===== src/slsel_pkg.sv =====
// Constants, field layout and carrier types for the lane select register.
// Assumes a management front end that already decoded the serial frame.
package slsel_pkg;

  // ----------------------------------------------------------------
  // Addressing
  // ----------------------------------------------------------------
  localparam logic [4:0]  DEV_ADDR     = 5'h1e;
  localparam logic [15:0] CFG_ADDR     = 16'h0006;
  localparam logic [15:0] CTRL_B_ADDR  = 16'h0007;
  localparam logic [15:0] CTRL_C_ADDR  = 16'h0008;
  localparam logic [15:0] CHAN_ADDR    = 16'h000c;

  // ----------------------------------------------------------------
  // Field layout and reset values
  // ----------------------------------------------------------------
  localparam int          LANE_CNT     = 4;
  localparam int          MASK_LSB     = 12;
  localparam int          RSV_LSB      = 10;
  localparam int          BW_LSB       = 8;
  localparam logic [15:0] CFG_RST      = 16'hf115;
  localparam logic [15:0] CTRL_B_RST   = 16'hdc04;
  localparam logic [15:0] CTRL_C_RST   = 16'h0000;
  localparam logic [15:0] CHAN_RST     = 16'h0000;
  localparam logic [15:0] RD_NONE      = 16'h0000;

  // One-hot read selections
  localparam logic [3:0]  SEL_LANE0    = 4'h1;
  localparam logic [3:0]  SEL_LANE1    = 4'h2;
  localparam logic [3:0]  SEL_LANE2    = 4'h4;
  localparam logic [3:0]  SEL_LANE3    = 4'h8;

  // Which steered register a lane write targets
  typedef enum logic [1:0]
  {
    STR_CTRL_B = 2'b00,
    STR_CTRL_C = 2'b01,
    STR_CHAN   = 2'b10,
    STR_NONE   = 2'b11
  } slsel_steer_t;

  typedef struct packed
  {
    logic        valid;
    logic        write;
    logic [4:0]  dev;
    logic [15:0] addr;
    logic [15:0] wdata;
  } slsel_req_t;

  typedef struct packed
  {
    logic        valid;
    logic [15:0] rdata;
  } slsel_rsp_t;

  typedef struct packed
  {
    logic [15:0] ctrl_b;
    logic [15:0] ctrl_c;
    logic [15:0] chan;
  } slsel_lane_cfg_t;

endpackage


===== src/slsel_lane.sv =====
// One lane's copy of the three steered configuration registers.
// Assumes an asynchronous active-low reset and a one-cycle write strobe.
`timescale 1ns/1ps
`default_nettype none

module slsel_lane
(
  input  wire logic                        core_clk,
  input  wire logic                        rst_n,
  input  wire logic                        wr_en,
  input  wire slsel_pkg::slsel_steer_t     wr_sel,
  input  wire logic [15:0]                 wr_data,
  output var  slsel_pkg::slsel_lane_cfg_t  cfg_r
);
  import slsel_pkg::*;

  // ----------------------------------------------------------------
  // Storage
  // ----------------------------------------------------------------
  always_ff @(posedge core_clk or negedge rst_n)
  begin
    if (!rst_n)
    begin
      cfg_r.ctrl_b <= CTRL_B_RST;
      cfg_r.ctrl_c <= CTRL_C_RST;
      cfg_r.chan   <= CHAN_RST;
    end
    else if (wr_en)
    begin
      case (wr_sel)
        STR_CTRL_B: cfg_r.ctrl_b <= wr_data;
        STR_CTRL_C: cfg_r.ctrl_c <= wr_data;
        STR_CHAN:   cfg_r.chan   <= wr_data;
        default:    cfg_r.chan   <= cfg_r.chan;
      endcase
    end
  end

endmodule
`default_nettype wire


===== src/slsel_top.sv =====
// Lane select and low-side PLL bandwidth register with steered lane banks.
// Assumes decoded management requests on core_clk, one per cycle at most.
`timescale 1ns/1ps
`default_nettype none

module slsel_top
(
  input  wire logic                        core_clk,
  input  wire logic                        resetn,
  input  wire slsel_pkg::slsel_req_t       mgmt_req,
  output var  slsel_pkg::slsel_rsp_t       mgmt_rsp_r,
  output var  logic [3:0]                  lane_config_mask,
  output var  logic [1:0]                  low_side_pll_loop_bw,
  output var  slsel_pkg::slsel_lane_cfg_t  lane_cfg [slsel_pkg::LANE_CNT]
);
  import slsel_pkg::*;

  // ----------------------------------------------------------------
  // Reset release
  // ----------------------------------------------------------------
  logic [1:0]   rst_pipe_r;
  logic         rst_n;

  always_ff @(posedge core_clk or negedge resetn)
  begin
    if (!resetn)
      rst_pipe_r <= 2'b00;
    else
      rst_pipe_r <= {rst_pipe_r[0], 1'b1};
  end

  assign rst_n = rst_pipe_r[1];

  // ----------------------------------------------------------------
  // Decode
  // ----------------------------------------------------------------
  logic         dev_hit;
  logic         cfg_hit;
  logic         cfg_wr;
  logic         steer_wr;
  slsel_steer_t steer_sel;
  logic [15:0]  cfg_r;
  logic [3:0]   mask;
  logic [15:0]  rd_nxt;

  assign dev_hit = mgmt_req.valid && (mgmt_req.dev == DEV_ADDR);
  assign cfg_hit = dev_hit && (mgmt_req.addr == CFG_ADDR);
  assign cfg_wr  = cfg_hit && mgmt_req.write;
  assign mask    = cfg_r[MASK_LSB +: LANE_CNT];

  always_comb
  begin
    steer_sel = STR_NONE;
    if (dev_hit)
    begin
      case (mgmt_req.addr)
        CTRL_B_ADDR: steer_sel = STR_CTRL_B;
        CTRL_C_ADDR: steer_sel = STR_CTRL_C;
        CHAN_ADDR:   steer_sel = STR_CHAN;
        default:     steer_sel = STR_NONE;
      endcase
    end
  end

  assign steer_wr = mgmt_req.write && (steer_sel != STR_NONE);

  // ----------------------------------------------------------------
  // Control register
  // ----------------------------------------------------------------
  // Whole word is stored; the reserved pair and bandwidth code are
  // kept as written, so illegal codes are the writer's problem.
  always_ff @(posedge core_clk or negedge rst_n)
  begin
    if (!rst_n)
      cfg_r <= CFG_RST;
    else if (cfg_wr)
      cfg_r <= mgmt_req.wdata;
  end

  assign lane_config_mask     = cfg_r[MASK_LSB +: LANE_CNT];
  assign low_side_pll_loop_bw = cfg_r[BW_LSB +: 2];

  // ----------------------------------------------------------------
  // Lane banks
  // ----------------------------------------------------------------
  for (genvar i = 0; i < LANE_CNT; i++)
  begin : g_lane
    slsel_lane u_lane
    (
      .core_clk (core_clk),
      .rst_n    (rst_n),
      .wr_en    (steer_wr && mask[i]),
      .wr_sel   (steer_sel),
      .wr_data  (mgmt_req.wdata),
      .cfg_r    (lane_cfg[i])
    );
  end

  // ----------------------------------------------------------------
  // Read path
  // ----------------------------------------------------------------
  function automatic logic [15:0] pick(slsel_lane_cfg_t c, slsel_steer_t s);
    case (s)
      STR_CTRL_B: pick = c.ctrl_b;
      STR_CTRL_C: pick = c.ctrl_c;
      STR_CHAN:   pick = c.chan;
      default:    pick = RD_NONE;
    endcase
  endfunction

  always_comb
  begin
    rd_nxt = RD_NONE;
    if (cfg_hit)
      rd_nxt = cfg_r;
    else
    begin
      case (mask)
        SEL_LANE0: rd_nxt = pick(lane_cfg[0], steer_sel);
        SEL_LANE1: rd_nxt = pick(lane_cfg[1], steer_sel);
        SEL_LANE2: rd_nxt = pick(lane_cfg[2], steer_sel);
        SEL_LANE3: rd_nxt = pick(lane_cfg[3], steer_sel);
        default:   rd_nxt = RD_NONE;
      endcase
    end
  end

  // Answer one cycle after every request; writes answer with zero
  always_ff @(posedge core_clk or negedge rst_n)
  begin
    if (!rst_n)
      mgmt_rsp_r <= '0;
    else
    begin
      mgmt_rsp_r.valid <= mgmt_req.valid;
      mgmt_rsp_r.rdata <= mgmt_req.write ? RD_NONE : rd_nxt;
    end
  end
endmodule
`default_nettype wire


===== config.mk =====
export PLATFORM = sky130hd
export DESIGN_NAME = slsel_top
export DESIGN_NICKNAME = d
export VERILOG_FILES = /design/src/slsel_pkg.sv /design/src/slsel_lane.sv /design/src/slsel_top.sv
export SDC_FILE = /design/constraint.sdc
export NUM_CORES = 1
export LEC_CHECK = 0
export BUFFER_PORTS_ARGS = -buffer_cell sky130_fd_sc_hd__buf_2
export CORE_UTILIZATION = 30
export DETAILED_ROUTE_END_ITERATION = 10
export PLACE_DENSITY_LB_ADDON = 0.12
export SLEW_MARGIN = 0
export SYNTH_ARGS = -nofsm -noshare
export SYNTH_HDL_FRONTEND = slang
export SYNTH_HIERARCHICAL = 1
export SYNTH_SLANG_ARGS = --single-unit

===== constraint.sdc =====
create_clock -name core_clk -period 9.9 [get_ports core_clk]
set_clock_uncertainty 0.05 [all_clocks]
set_input_delay 1.485 -clock core_clk [delete_from_list [all_inputs] [get_ports core_clk]]
set_output_delay 1.485 -clock core_clk [all_outputs]
set_load 0.1 [all_outputs]

==> results, run 1 <==
- The flow ran to the end, and the final reports show no timing, DRC or antenna violations.
- Buffers inserted during clock tree synthesis total 28.
- The number of enable flip-flop cells after synthesis is 0.
- The pin count of the biggest net entering global routing is 72.
- The remaining number of nets flagged by the antenna check after routing is 0.
- In this run the critical register-to-register path is launched from cfg_r[15].
- The reported leakage power is 6.84 nW.
- The global-route usage over all layers is 0.198.
- The slowest cell on the critical path is sky130_fd_sc_hd__nor3b_4.
- The number of antenna diodes in the final layout is 0.
- The worst register-to-register path ends at mgmt_rsp_r[8].
- Counting flops and latches in the post-synthesis netlist gives 227.
- By count the netlist is led by 208 x sky130_fd_sc_hd__mux2_2, 195 x sky130_fd_sc_hd__dfrtp_1, 57 x sky130_fd_sc_hd__nand2_1, 56 x sky130_fd_sc_hd__o21ai_0, 54 x sky130_fd_sc_hd__mux2i_1.
- The count of nets after finishing is 1,051.
- The critical path goes through buf_4, and4b_2, buf_4, o21ai_1, nor3b_4, mux2_2.
- The logic depth of the worst register-to-register path is 5.
- The number of global-route vias before repair was 7,689.
- Adding up every negative setup slack in the final design gives 0 ps.
- In this run the number of H-tree levels came out at 1.
- The site row count is 67.
- The number of hold-slack violations in the final timing report is 0.
- The total iterations of the first detailed-routing run is 5.
- In this run the worst path has a maximum fanout of 57.
- The initial antenna violation count came to 0.
- The overall die width is 188 um.
- Of all cell types, the one taking the most synthesized area is sky130_fd_sc_hd__dfrtp_1.
- The arrival time of data at the critical path endpoint is 5120 ps.
- The routed wirelength normalized by instance count is 23.9 um.
- In this run the worst hold path is classified as reg -> async.
- The total via count in the routed design is 7,397.
- The most numerous cell type found on the critical path is sky130_fd_sc_hd__buf_4.
- The aggregate global routing overflow is 0.
- STA classifies the critical path endpoint as a flip-flop.
- Clock-pin slew was measured on the worst setup and hold paths at 60 ps.
- The power density relative to cell area is 154 nW/um2.
- The kind of start point of the critical path is an input port.
- The number of input and output port buffers inserted is 255.
- The fraction of synthesis flops using an asynchronous set or reset pin is 1.00.
- The post-detailed-routing wire length is 35,400 um.
- The longest individual stage delay on the worst path is 1020 ps.
- Yosys mapped the design onto 38 distinct sky130hd cell types.
- The maximum operating frequency is 0.210 GHz.
- The number of gates resized after CTS was 0.
- After the first detailed-routing iteration, the DRC count stood at 328.
- Detailed placement ended at an HPWL of 24,000 um.
- The tree is rooted in a sky130_fd_sc_hd__clkbuf_16.
- The most used flip-flop cell after synthesis is sky130_fd_sc_hd__dfrtp_1.
- Measured along the y axis, the die boundary spans 188 um.
- Dividing the final minimum period by the clock period gives 0.481.
- The clock latency at the later pin of the worst-skew pair is 550 ps.
- The total of endpoints with negative setup slack in the final report is 0.
- Summing internal, switching and leakage power gives 1.99 mW.
- VDD sags by at most 148 uV.
- The tightest hold margin is 285 ps.
- The first global-routing pass estimated 52,500 um of wire.
- The starting density of the core is 0.308.
- The final number of max-transition violations is 0.
- In the final layout, the multi-input gates occupy 4390 um2.
- The routability congestion estimate is 0.739.
- In the final layout, the share of cells above drive strength 1 is 0.561.
- Pin placement for this block handled 256 I/O pins.
- The post-route DRC violation count is 0.
- The number of clock sinks is 227.
- Dividing the detail-routed via count by the number of cells gives 5.00.
- The post-synthesis area per instance is 13.6 um2.
- The family of cells with the greatest summed delay on the critical path is simple AND/OR/NAND/NOR gates.
- The classification of the worst setup path is in -> reg.
- The number of buffers added to fix hold violations after cts is 0.
- For the worst setup path, the data required time is 10,260 ps.
- The buffer depth of the longest clock path is 3.
- After filler insertion, the fill cell instance count of the layout stands at 3,410.
- The buffering stage count on the worst path with inverters included is 2.
- The area growth from synthesis to final layout is 24.0%.
- By area the synthesized netlist is led by sky130_fd_sc_hd__dfrtp_1 47%, sky130_fd_sc_hd__mux2_2 22%, sky130_fd_sc_hd__dfstp_2 8.1%.
- The minimum setup slack among reg-to-reg paths is 7470 ps.
- The mapped netlist covers 10,400 um2.
- The number of setup buffers added after CTS is 0.
- The number of nets in the synthesized netlist is 805.
- For this run, the register share of the synthesized area comes to 0.549.
- For this run, the number of Yosys warnings is 6.
- In the post-synthesis netlist, the cell with the most instances is sky130_fd_sc_hd__mux2_2.
- The die covers 35,500 um2.
- Across the run, the number of max-cap violations was 0.
- The share of synthesized area in the top cell type comes to 0.469.
- The CTS tree is built.
- The post-layout minimum cycle time is 4760 ps.
- Synthesis produced a netlist whose cell count is 764.
- In the final layout, flip-flops and latches occupy 5720 um2.
- At the pin with the least slew margin, the transition time is 1370 ps.
- The worst-case headroom to the max-slew limit is 0.0824.
- The core region area is 33,900 um2.
- Setup repair after global routing left no endpoint under its margin.
[state kept, by name, summed over array words and instances, names as in the netlist]
signal,flops
mgmt_rsp_r,17
g_lane.u_lane/cfg_r,192
cfg_r,16
rst_pipe_r,2
[metrics by stage]
step                std cells  cell area [um2]   util  setup slack [ps]
floorplan                 764            10400      -              3110
global placement         1428            12000  0.355              4620
detailed placement       1428            12000  0.355              4540
CTS                      1479            12900  0.381              5100
global route             1479            12900  0.381              4930
finish                   1479            12900  0.381              5140
[cell type report]
cell class,count,share of cell area
clock buffers,47,0.0667
clock inverters,4,0.00271
inverters,1,0.000291
multi-input cells,488,0.340
flip-flops and latches,227,0.443
well taps,448,0.0434
repair buffers,264,0.104
[placed cells by master (no fill, tap or decap), types with 2 or more instances in the layout]
| cell | Yosys | routed |
|---|---|---|
| sky130_fd_sc_hd__buf_2 | 9 | 254 |
| sky130_fd_sc_hd__mux2_2 | 208 | 208 |
| sky130_fd_sc_hd__dfrtp_1 | 195 | 194 |
| sky130_fd_sc_hd__nand2_1 | 57 | 56 |
| sky130_fd_sc_hd__mux2i_1 | 54 | 54 |
| sky130_fd_sc_hd__o21ai_0 | 56 | 54 |
| sky130_fd_sc_hd__a22oi_1 | 36 | 36 |
| sky130_fd_sc_hd__dfstp_2 | 32 | 32 |
| sky130_fd_sc_hd__clkbuf_16 | 0 | 28 |
| sky130_fd_sc_hd__a31oi_1 | 10 | 10 |
| sky130_fd_sc_hd__mux2_4 | 10 | 10 |
| sky130_fd_sc_hd__clkbuf_1 | 16 | 10 |
| sky130_fd_sc_hd__buf_4 | 10 | 10 |
| sky130_fd_sc_hd__clkbuf_8 | 4 | 9 |
| sky130_fd_sc_hd__nand3b_2 | 8 | 8 |
| sky130_fd_sc_hd__nor2_1 | 7 | 7 |
| sky130_fd_sc_hd__a222oi_1 | 6 | 6 |
| sky130_fd_sc_hd__a21oi_1 | 6 | 6 |
| sky130_fd_sc_hd__and2_1 | 5 | 5 |
| sky130_fd_sc_hd__nor3b_4 | 4 | 4 |
| sky130_fd_sc_hd__and4_1 | 3 | 3 |
| sky130_fd_sc_hd__and3_1 | 2 | 2 |
| sky130_fd_sc_hd__nand4_1 | 2 | 2 |
| sky130_fd_sc_hd__nor4_4 | 2 | 2 |
| sky130_fd_sc_hd__o21ai_1 | 0 | 2 |
| sky130_fd_sc_hd__nor3_2 | 2 | 2 |
| sky130_fd_sc_hd__clkinv_2 | 0 | 2 |
[worst max path at each step]
stage                                       to  slack [ps]  cells past startpoint           from
floorplan                            cfg_r[10]        3110                      0  rst_pipe_r[1]
global placement    g_lane[2].u_lane/cfg_r[32]        4620                      6   mgmt_req[18]
detailed placement  g_lane[2].u_lane/cfg_r[41]        4540                      6   mgmt_req[18]
finish              g_lane[2].u_lane/cfg_r[33]        5140                      6   mgmt_req[18]
global route        g_lane[2].u_lane/cfg_r[33]        4930                      6   mgmt_req[18]
CTS                 g_lane[2].u_lane/cfg_r[33]        5100                      6   mgmt_req[18]
[where the power goes]
part	switching, mW	internal, mW	leakage, nW
logic	0.0520	0.0141	3.35
registers	0.00357	0.930	3.05
clock network	0.400	0.589	0.440
total	0.455	1.53	6.84
[kinds of logic after synthesis]
logic type	after synthesis	synth area share
DFF	227	0.549
AOI/OAI and AO/OA	114	0.0675
muxes	272	0.291
buffers and inverters	49	0.0299
other	1	0.000360
and+or+nand+nor	101	0.0618
[layer usage]
layer	vias up	wire, um	global-route usage
met1	3779	15900	0.273
met2	262	16500	0.319
met3	40	2150	0.0365
met4	0	863	0.0521
li1	3316	-	-
met5	-	0	0
Power figures use the tool's default switching activity.
==> run 2, diff against run 1 <==
clock period = 4.34 ns   (was 9.9 ns; I/O delays follow)
==> results, run 2 (same netlist as run 1, synthesis figures left out) <==
- The count of boundary I/O pins came to 256 (unchanged).
- The number of design-rule violations left by the first detailed-router iteration was 333 (+1.5%).
- Counting flops per register, the top entry is g_lane.u_lane/cfg_r.
- The pin count of the biggest net entering global routing was 132 (+83%).
- The number of global-route vias before repair is 7,789 (+1.3%).
- The longest individual stage delay on the worst path came to 770 ps (-250 ps).
- The maximum resistive drop on vdd came to 268 uV (+82%).
- The worst-case headroom to the max-slew limit was 0.326 (+0.243).
- The power density relative to cell area is 364 nW/um2 (+140%).
- The count of nets after finishing is 1,061 (+0.95%).
- The total of fill cells in the finished design was 3,383 (-0.79%).
- Among cell families on the critical path, the largest total delay comes from simple AND/OR/NAND/NOR gates.
- The antenna diode count came to 0 (unchanged).
- The number of clock sinks came to 227 (unchanged).
- The total of endpoints with negative setup slack in the final report was 0 (unchanged).
- The remaining number of nets flagged by the antenna check after routing was 0 (unchanged).
- The clock power share is 0.522 (+0.025).
- The worst path required time was 4700 ps (-5560 ps).
- Setup repair after global routing left no endpoint under its margin.
- The detailed-placement wirelength estimate is 24,200 um (+0.94%).
- The global-route usage over all layers is 0.199 (+0.000847).
- In this run the worst hold path is classified as in -> reg.
- The reported leakage power came to 6.94 nW (+1.5%).
- The worst setup path is of the in -> reg kind.
- The relative contribution of combinational cells to total power is 0.033 (about the same).
- The arrival time of data at the critical path endpoint is 3640 ps (-1480 ps).
- The master cell of the clock root buffer is sky130_fd_sc_hd__clkbuf_16.
- The number of resized instances in the post-cts repair step is 0 (unchanged).
- The H-tree depth is 1 (unchanged).
- The post-route DRC violation count was 0 (unchanged).
- The final number of max-transition violations is 0 (unchanged).
- The total iterations of the first detailed-routing run is 5 (unchanged).
- The internal power came to 3.73 mW (+140%).
- The clock latency at the later pin of the worst-skew pair is 540 ps (about the same).
- The endpoint class of the critical path is a flip-flop.
- The cell depth of the worst min-delay path is 1.
- The post-detailed-routing wire length came to 35,300 um (-0.29%).
- The routability congestion estimate is 0.803 (+8.6%).
- The final standard cell count with taps included and fillers excluded was 1,490 (+0.74%).
- The core region area is 33,900 um2 (unchanged).
- The total die area is 35,500 um2 (unchanged).
- The buffer depth of the longest clock path is 3 (unchanged).
- The number of hold-slack violations in the final timing report is 0 (unchanged).
- The number of buffers created by CTS came to 28 (unchanged).
- The end point of the most critical hold path is mgmt_rsp_r[16].
- The routed wirelength normalized by instance count is 23.7 um (-1.0%).
- The site row count is 67 (unchanged).
- The transition time at the pin with the least slew margin is 1010 ps (-361 ps).
- The reg-to-reg endpoint is mgmt_rsp_r[13].
- The largest registers in the layout are g_lane.u_lane/cfg_r: 192 flops, mgmt_rsp_r: 17 flops, cfg_r: 16 flops.
- From synthesis to final layout, the design area changed by 25.8%.
- The net switching share of the total power was 0.220 (-0.00892).
- The aggregate global routing overflow is 0 (unchanged).
- The post-CTS setup repair buffer count is 0 (unchanged).
- The starting density of the core is 0.308 (unchanged).
- The maximum operating frequency is 0.305 GHz.
- The vertical extent of the die came to 188 um (unchanged).
- The total of max-cap violations is 0 (unchanged).
- The minimum setup slack among reg-to-reg paths is 1460 ps (-6010 ps).
- The startpoint identified for the worst hold timing path is mgmt_req[38].
- The slowest stage of the critical path belongs to the cell sky130_fd_sc_hd__nand3b_2.
- Walking the worst path, the cells encountered are buf_2, nor4_2, and2_1, nor3b_1, o21ai_1, nand3b_2, mux2_2.
- Leaving out fill and tap cells, the most frequent cell in the layout is sky130_fd_sc_hd__buf_2.
- The wire length of the first global-routing pass is 52,600 um (+0.18%).
- The post-layout minimum cycle time is 3280 ps.
- The total design power came to 4.78 mW (+140%).
- The worst setup path is launched from an input port.
- The buffering stage count on the worst path with inverters included is 1 (-1).
- The CTS tree is built.
- The logic depth of the worst register-to-register path is 5 (unchanged).
- In this run the critical register-to-register path is launched from cfg_r[15].
- The number of flip-flops in the largest register is 192 (unchanged).
- The biggest fanout along the worst timing path is 16 (-72%).
- The initial antenna violation count is 0 (unchanged).
- The ratio of routed vias to standard cells is 4.97 (-0.56%).
- The sequential group share of total power is 0.446 (-0.023).
- The overall die width is 188 um (unchanged).
- The count of placed standard cells including taps is 1,437 (+0.63%).
- The final sum of negative setup slack is 0 ps (unchanged).
- The share of post-route cells with drive strength above 1 is 0.564 (+0.00368).
- Dividing the final minimum period by the clock period gives 0.755.
- The switching power came to 1.05 mW (+130%).
- The flow ran to the end, and the final reports show no timing, DRC or antenna violations.
- The library cells used most frequently in the layout, excluding fill and tap cells, are 254 x sky130_fd_sc_hd__buf_2, 208 x sky130_fd_sc_hd__mux2_2, 194 x sky130_fd_sc_hd__dfrtp_1.
- The clock transition at the registers of the reported paths is 60 ps (about the same).
- The number of input and output port buffers inserted is 255 (unchanged).
- The total via count in the routed design is 7,410 (+0.18%).
run 2: changes by cell type in the layout (fill, tap and decap cells not counted), sizes merged:
cell and delta:
clkinv +1, buf +9, clkbuf -5, bufinv +5
dlygate4sd3 +1
run 2: cell type report:
| class | instances | area, um2 | share of cell area |
|---|---|---|---|
| multi-input combinational | 488 | 4390 | 0.335 |
| sequential | 227 | 5720 | 0.437 |
| timing repair buffer | 274 | 1450 | 0.111 |
| clock buffer | 42 | 805 | 0.0614 |
| clock inverter | 10 | 175 | 0.0134 |
| inverter | 1 | 3.75 | 0.000286 |
| tap | 448 | 561 | 0.0428 |
run 2: worst reg2reg max path, delay by kind of cell (launching register included):
kind,cells,cell delay (ps)
and+or+nand+nor,3,1560
DFF,1,620
AOI/OAI and AO/OA,2,530
run 2: how the worst max path moves through the flow:
stage | endpoint | from | cells past startpoint | slack (ps)
floorplan | g_lane[0].u_lane/cfg_r[21] | mgmt_req[18] | 8 | 520
detailed placement | g_lane[0].u_lane/cfg_r[28] | mgmt_req[20] | 7 | 540
CTS | g_lane[0].u_lane/cfg_r[28] | mgmt_req[20] | 7 | 1100
finish | g_lane[2].u_lane/cfg_r[26] | mgmt_req[20] | 7 | 1060
global route | g_lane[2].u_lane/cfg_r[20] | mgmt_req[20] | 7 | 930
global placement | g_lane[0].u_lane/cfg_r[24] | mgmt_req[20] | 7 | 750
run 2: power by group through the flow:
stage	sequential, mW	clock (mW)	combinational (mW)
4_1_cts	2.13	2.56	0.162
3_5_place_dp	2.17	0	0.161
2_1_floorplan	2.19	0	0.0404
6_report	2.13	2.49	0.156
3_3_place_gp	2.17	0	0.161
5_1_grt	2.13	2.64	0.172
run 2: repair_timing:
action	in CTS	in global routing
hold buffers	1	0
hold endpoints to repair	2	0
setup endpoints to repair	0	0
run 2: metrics by stage:
stage	util	hold WS (ps)	area (um2)	setup WS, ps
final	0.387	182	13100	1060
after global placement	0.358	289	12100	748
after global routing	0.387	168	13100	927
after floorplan	-	281	10400	519
after CTS	0.387	160	13100	1100
after detailed placement	0.358	293	12100	535
run 2: per-layer routing:
metal,track usage,up-vias,share of wire
met4,0.0310,0,0.013
met3,0.0387,27,0.058
li1,-,3325,-
met2,0.331,243,0.47
met5,0,-,0
met1,0.273,3815,0.46
==> run 3, diff against run 2 <==
clock period = 2.7 ns   (was 4.34 ns; I/O delays follow)
==> results, run 3 (same netlist as run 1, synthesis figures left out) <==
- The total of max-cap violations is 0 (unchanged).
- The count of placed standard cells including taps is 1,472 (+2.4%).
- The run finished with clean final reports.
- The final standard cell count with taps included and fillers excluded is 1,528 (+2.6%).
- Ranked by flip-flop count, first place goes to g_lane.u_lane/cfg_r.
- The number of global-route vias before repair is 7,972 (+2.3%).
- The site row count is 67 (unchanged).
- The arrival time of data at the critical path endpoint is 2800 ps (-840 ps).
- The placed instance area is 12,600 um2 (+4.2%).
- Setup repair after global routing left no endpoint under its margin.
- The total iterations of the first detailed-routing run is 4 (-1).
- The routability congestion estimate is 0.780 (-2.8%).
- The count of nets after finishing was 1,098 (+3.5%).
- The number of clock sinks is 227 (unchanged).
- The library cell used most frequently in the layout, excluding fill and tap cells, is sky130_fd_sc_hd__buf_2.
- The reported leakage power came to 7.19 nW (+3.6%).
- The H-tree depth is 1 (unchanged).
- The core region area is 33,900 um2 (unchanged).
- The worst path required time is 3070 ps (-1630 ps).
- The logic depth of the worst register-to-register path was 7 (+2).
- The aggregate global routing overflow is 0 (unchanged).
- The clock transition at the registers of the reported paths is 60 ps (about the same).
- The area growth from synthesis to layout is 30.4%.
- The worst-case headroom to the max-slew limit was 0.452 (+0.127).
- The count of boundary I/O pins was 256 (unchanged).
- The post-detailed-routing wire length is 35,500 um (+0.43%).
- The routed wirelength normalized by instance count is 23.2 um (-2.1%).
- The maximum resistive drop on vdd was 432 uV (+61%).
- The endpoint class of the critical path is a flip-flop.
- The met3 track demand over resource in global routing is 0.0425 (+0.00373).
- The total of fill cells in the finished design is 3,313 (-2.1%).
- The ratio of routed vias to standard cells is 4.89 (-1.6%).
- The met1 layer usage reported by global route is 0.274 (+0.00101).
- The pin count of the biggest net entering global routing is 67 (-49%).
- The biggest fanout along the worst timing path was 16 (unchanged).
- The minimum setup slack among reg-to-reg paths is 540 ps (-920 ps).
- The startpoint of the most critical register-to-register path is cfg_r[15].
- The kind of start point of the critical path is an input port.
- The worst register-to-register path ends at mgmt_rsp_r[14].
- The worst path in the final design needs a cycle of 2430 ps, including I/O delays and setup.
- The share of post-route cells with drive strength above 1 is 0.580 (+0.0153).
- The final number of max-transition violations is 0 (unchanged).
- The transition time at the pin with the least slew margin was 821 ps (-185 ps).
- The number of buffers created by CTS is 29 (+3.6%).
- The wire length of the first global-routing pass came to 53,100 um (+0.96%).
- The number of design-rule violations left by the first detailed-router iteration came to 405 (+22%).
- The final standard cell area without fillers was 13,600 um2 (+3.7%).
- The buffer depth of the longest clock path is 3 (unchanged).
- The min-delay analysis places its worst path in the category in -> async.
- The clock latency at the later pin of the worst-skew pair is 540 ps (about the same).
- The post-route DRC violation count is 0 (unchanged).
- The highest-utilization routing layer at the global route stage is met2.
- The antenna diode count is 0 (unchanged).
- TritonCTS built the clock tree.
- The top cell types in the final layout, fill and taps aside, are 254 x sky130_fd_sc_hd__buf_2, 208 x sky130_fd_sc_hd__mux2_2, 194 x sky130_fd_sc_hd__dfrtp_1.
- Of the available clock period, the critical path in the final layout requires 0.900.
- The classification of the worst setup path is in -> reg.
- The number of hold-slack violations in the final timing report came to 0 (unchanged).
- For this run, the top clock speed supported by timing is 0.412 GHz.
- The total die area came to 35,500 um2 (unchanged).
- The detailed-placement wirelength estimate came to 25,100 um (+3.6%).
- The global routing usage on met2 is 0.326 (-0.00497).
- In the final layout, the registers with the most flip-flops are g_lane.u_lane/cfg_r: 192 flops, mgmt_rsp_r: 17 flops, cfg_r: 16 flops.
- The initial antenna violation count was 0 (unchanged).
- The remaining number of nets flagged by the antenna check after routing is 0 (unchanged).
- The number of input and output port buffers inserted is 255 (unchanged).
- The global-route usage over all layers came to 0.200 (+0.000945).
- The power density relative to cell area is 549 nW/um2 (+51%).
- CTS placed an instance of sky130_fd_sc_hd__clkbuf_16 at the clock tree root.
- The total of endpoints with negative setup slack in the final report is 0 (unchanged).
- The starting density of the core is 0.308 (unchanged).
- The overall die width is 188 um (unchanged).
- The vertical extent of the die is 188 um (unchanged).
- The total via count in the routed design is 7,474 (+0.86%).
- The number of flip-flops in the largest register came to 192 (unchanged).
[run 3: worst max path at each step]
| stage | start | endpoint | slack, ps | depth (start not counted) |
|---|---|---|---|---|
| global route | mgmt_req[38] | g_lane[2].u_lane/cfg_r[20] | 110 | 10 |
| detailed placement | mgmt_req[28] | g_lane[1].u_lane/cfg_r[33] | -50 | 10 |
| CTS | mgmt_req[38] | g_lane[1].u_lane/cfg_r[33] | 270 | 10 |
| global placement | mgmt_req[28] | g_lane[1].u_lane/cfg_r[39] | -40 | 10 |
| floorplan | mgmt_req[20] | g_lane[3].u_lane/cfg_r[32] | 0.5 | 8 |
| finish | mgmt_req[38] | g_lane[1].u_lane/cfg_r[33] | 270 | 10 |
[run 3: routing by layer]
| metal | share of wire | vias to the layer above |
|---|---|---|
| met5 | 0 | - |
| met4 | 0.018 | 0 |
| met3 | 0.057 | 46 |
| met2 | 0.47 | 223 |
| met1 | 0.46 | 3800 |
| li1 | - | 3405 |
[run 3: critical path: stages]
cell,delay (ps)
sky130_fd_sc_hd__dlygate4sd3_1,520
sky130_fd_sc_hd__buf_2,110
sky130_fd_sc_hd__nand4_1,150
sky130_fd_sc_hd__nor3b_1,240
sky130_fd_sc_hd__buf_4,160
sky130_fd_sc_hd__and3_1,250
sky130_fd_sc_hd__and2_1,170
sky130_fd_sc_hd__nor3b_4,230
sky130_fd_sc_hd__buf_12,200
sky130_fd_sc_hd__mux2_2,350
[run 3: cell type report]
| class | count | area, um2 | share of cell area |
|---|---|---|---|
| Tap cell | 448 | 561 | 0.0413 |
| Multi-Input combinational cell | 488 | 4390 | 0.323 |
| Clock buffer | 48 | 877 | 0.0646 |
| Clock inverter | 6 | 65.1 | 0.00479 |
| Sequential cell | 227 | 5720 | 0.421 |
| Inverter | 1 | 3.75 | 0.000276 |
| Timing Repair Buffer | 310 | 1960 | 0.144 |
[run 3: timing repair]
| action | CTS | global route |
|---|---|---|
| buffers inserted | 0 | 0 |
| resized for setup | 0 | 0 |
| endpoints found under the hold margin | 3 | 0 |
| hold buffers | 2 | 0 |
[run 3: metrics by stage]
| step | util | setup WS, ps | power, mW | TNS [ps] | hold slack, ps |
|---|---|---|---|---|---|
| floorplan | - | 0.524 | 3.59 | 0 | 59.4 |
| global placement | 0.373 | -39.6 | 3.76 | -1020 | 144 |
| detailed placement | 0.373 | -51.0 | 3.76 | -1710 | 145 |
| CTS | 0.401 | 270 | 7.61 | 0 | 88.3 |
| global route | 0.401 | 108 | 7.76 | 0 | 122 |
| finish | 0.401 | 271 | 7.45 | 0 | 119 |
[run 3: where the power goes]
group          leakage (nW)  total [mW]  internal [mW]  switching [mW]
logic                  3.69       0.272         0.0721           0.200
registers              3.05        3.42           3.41          0.0105
clock network         0.459        3.76           2.30            1.47
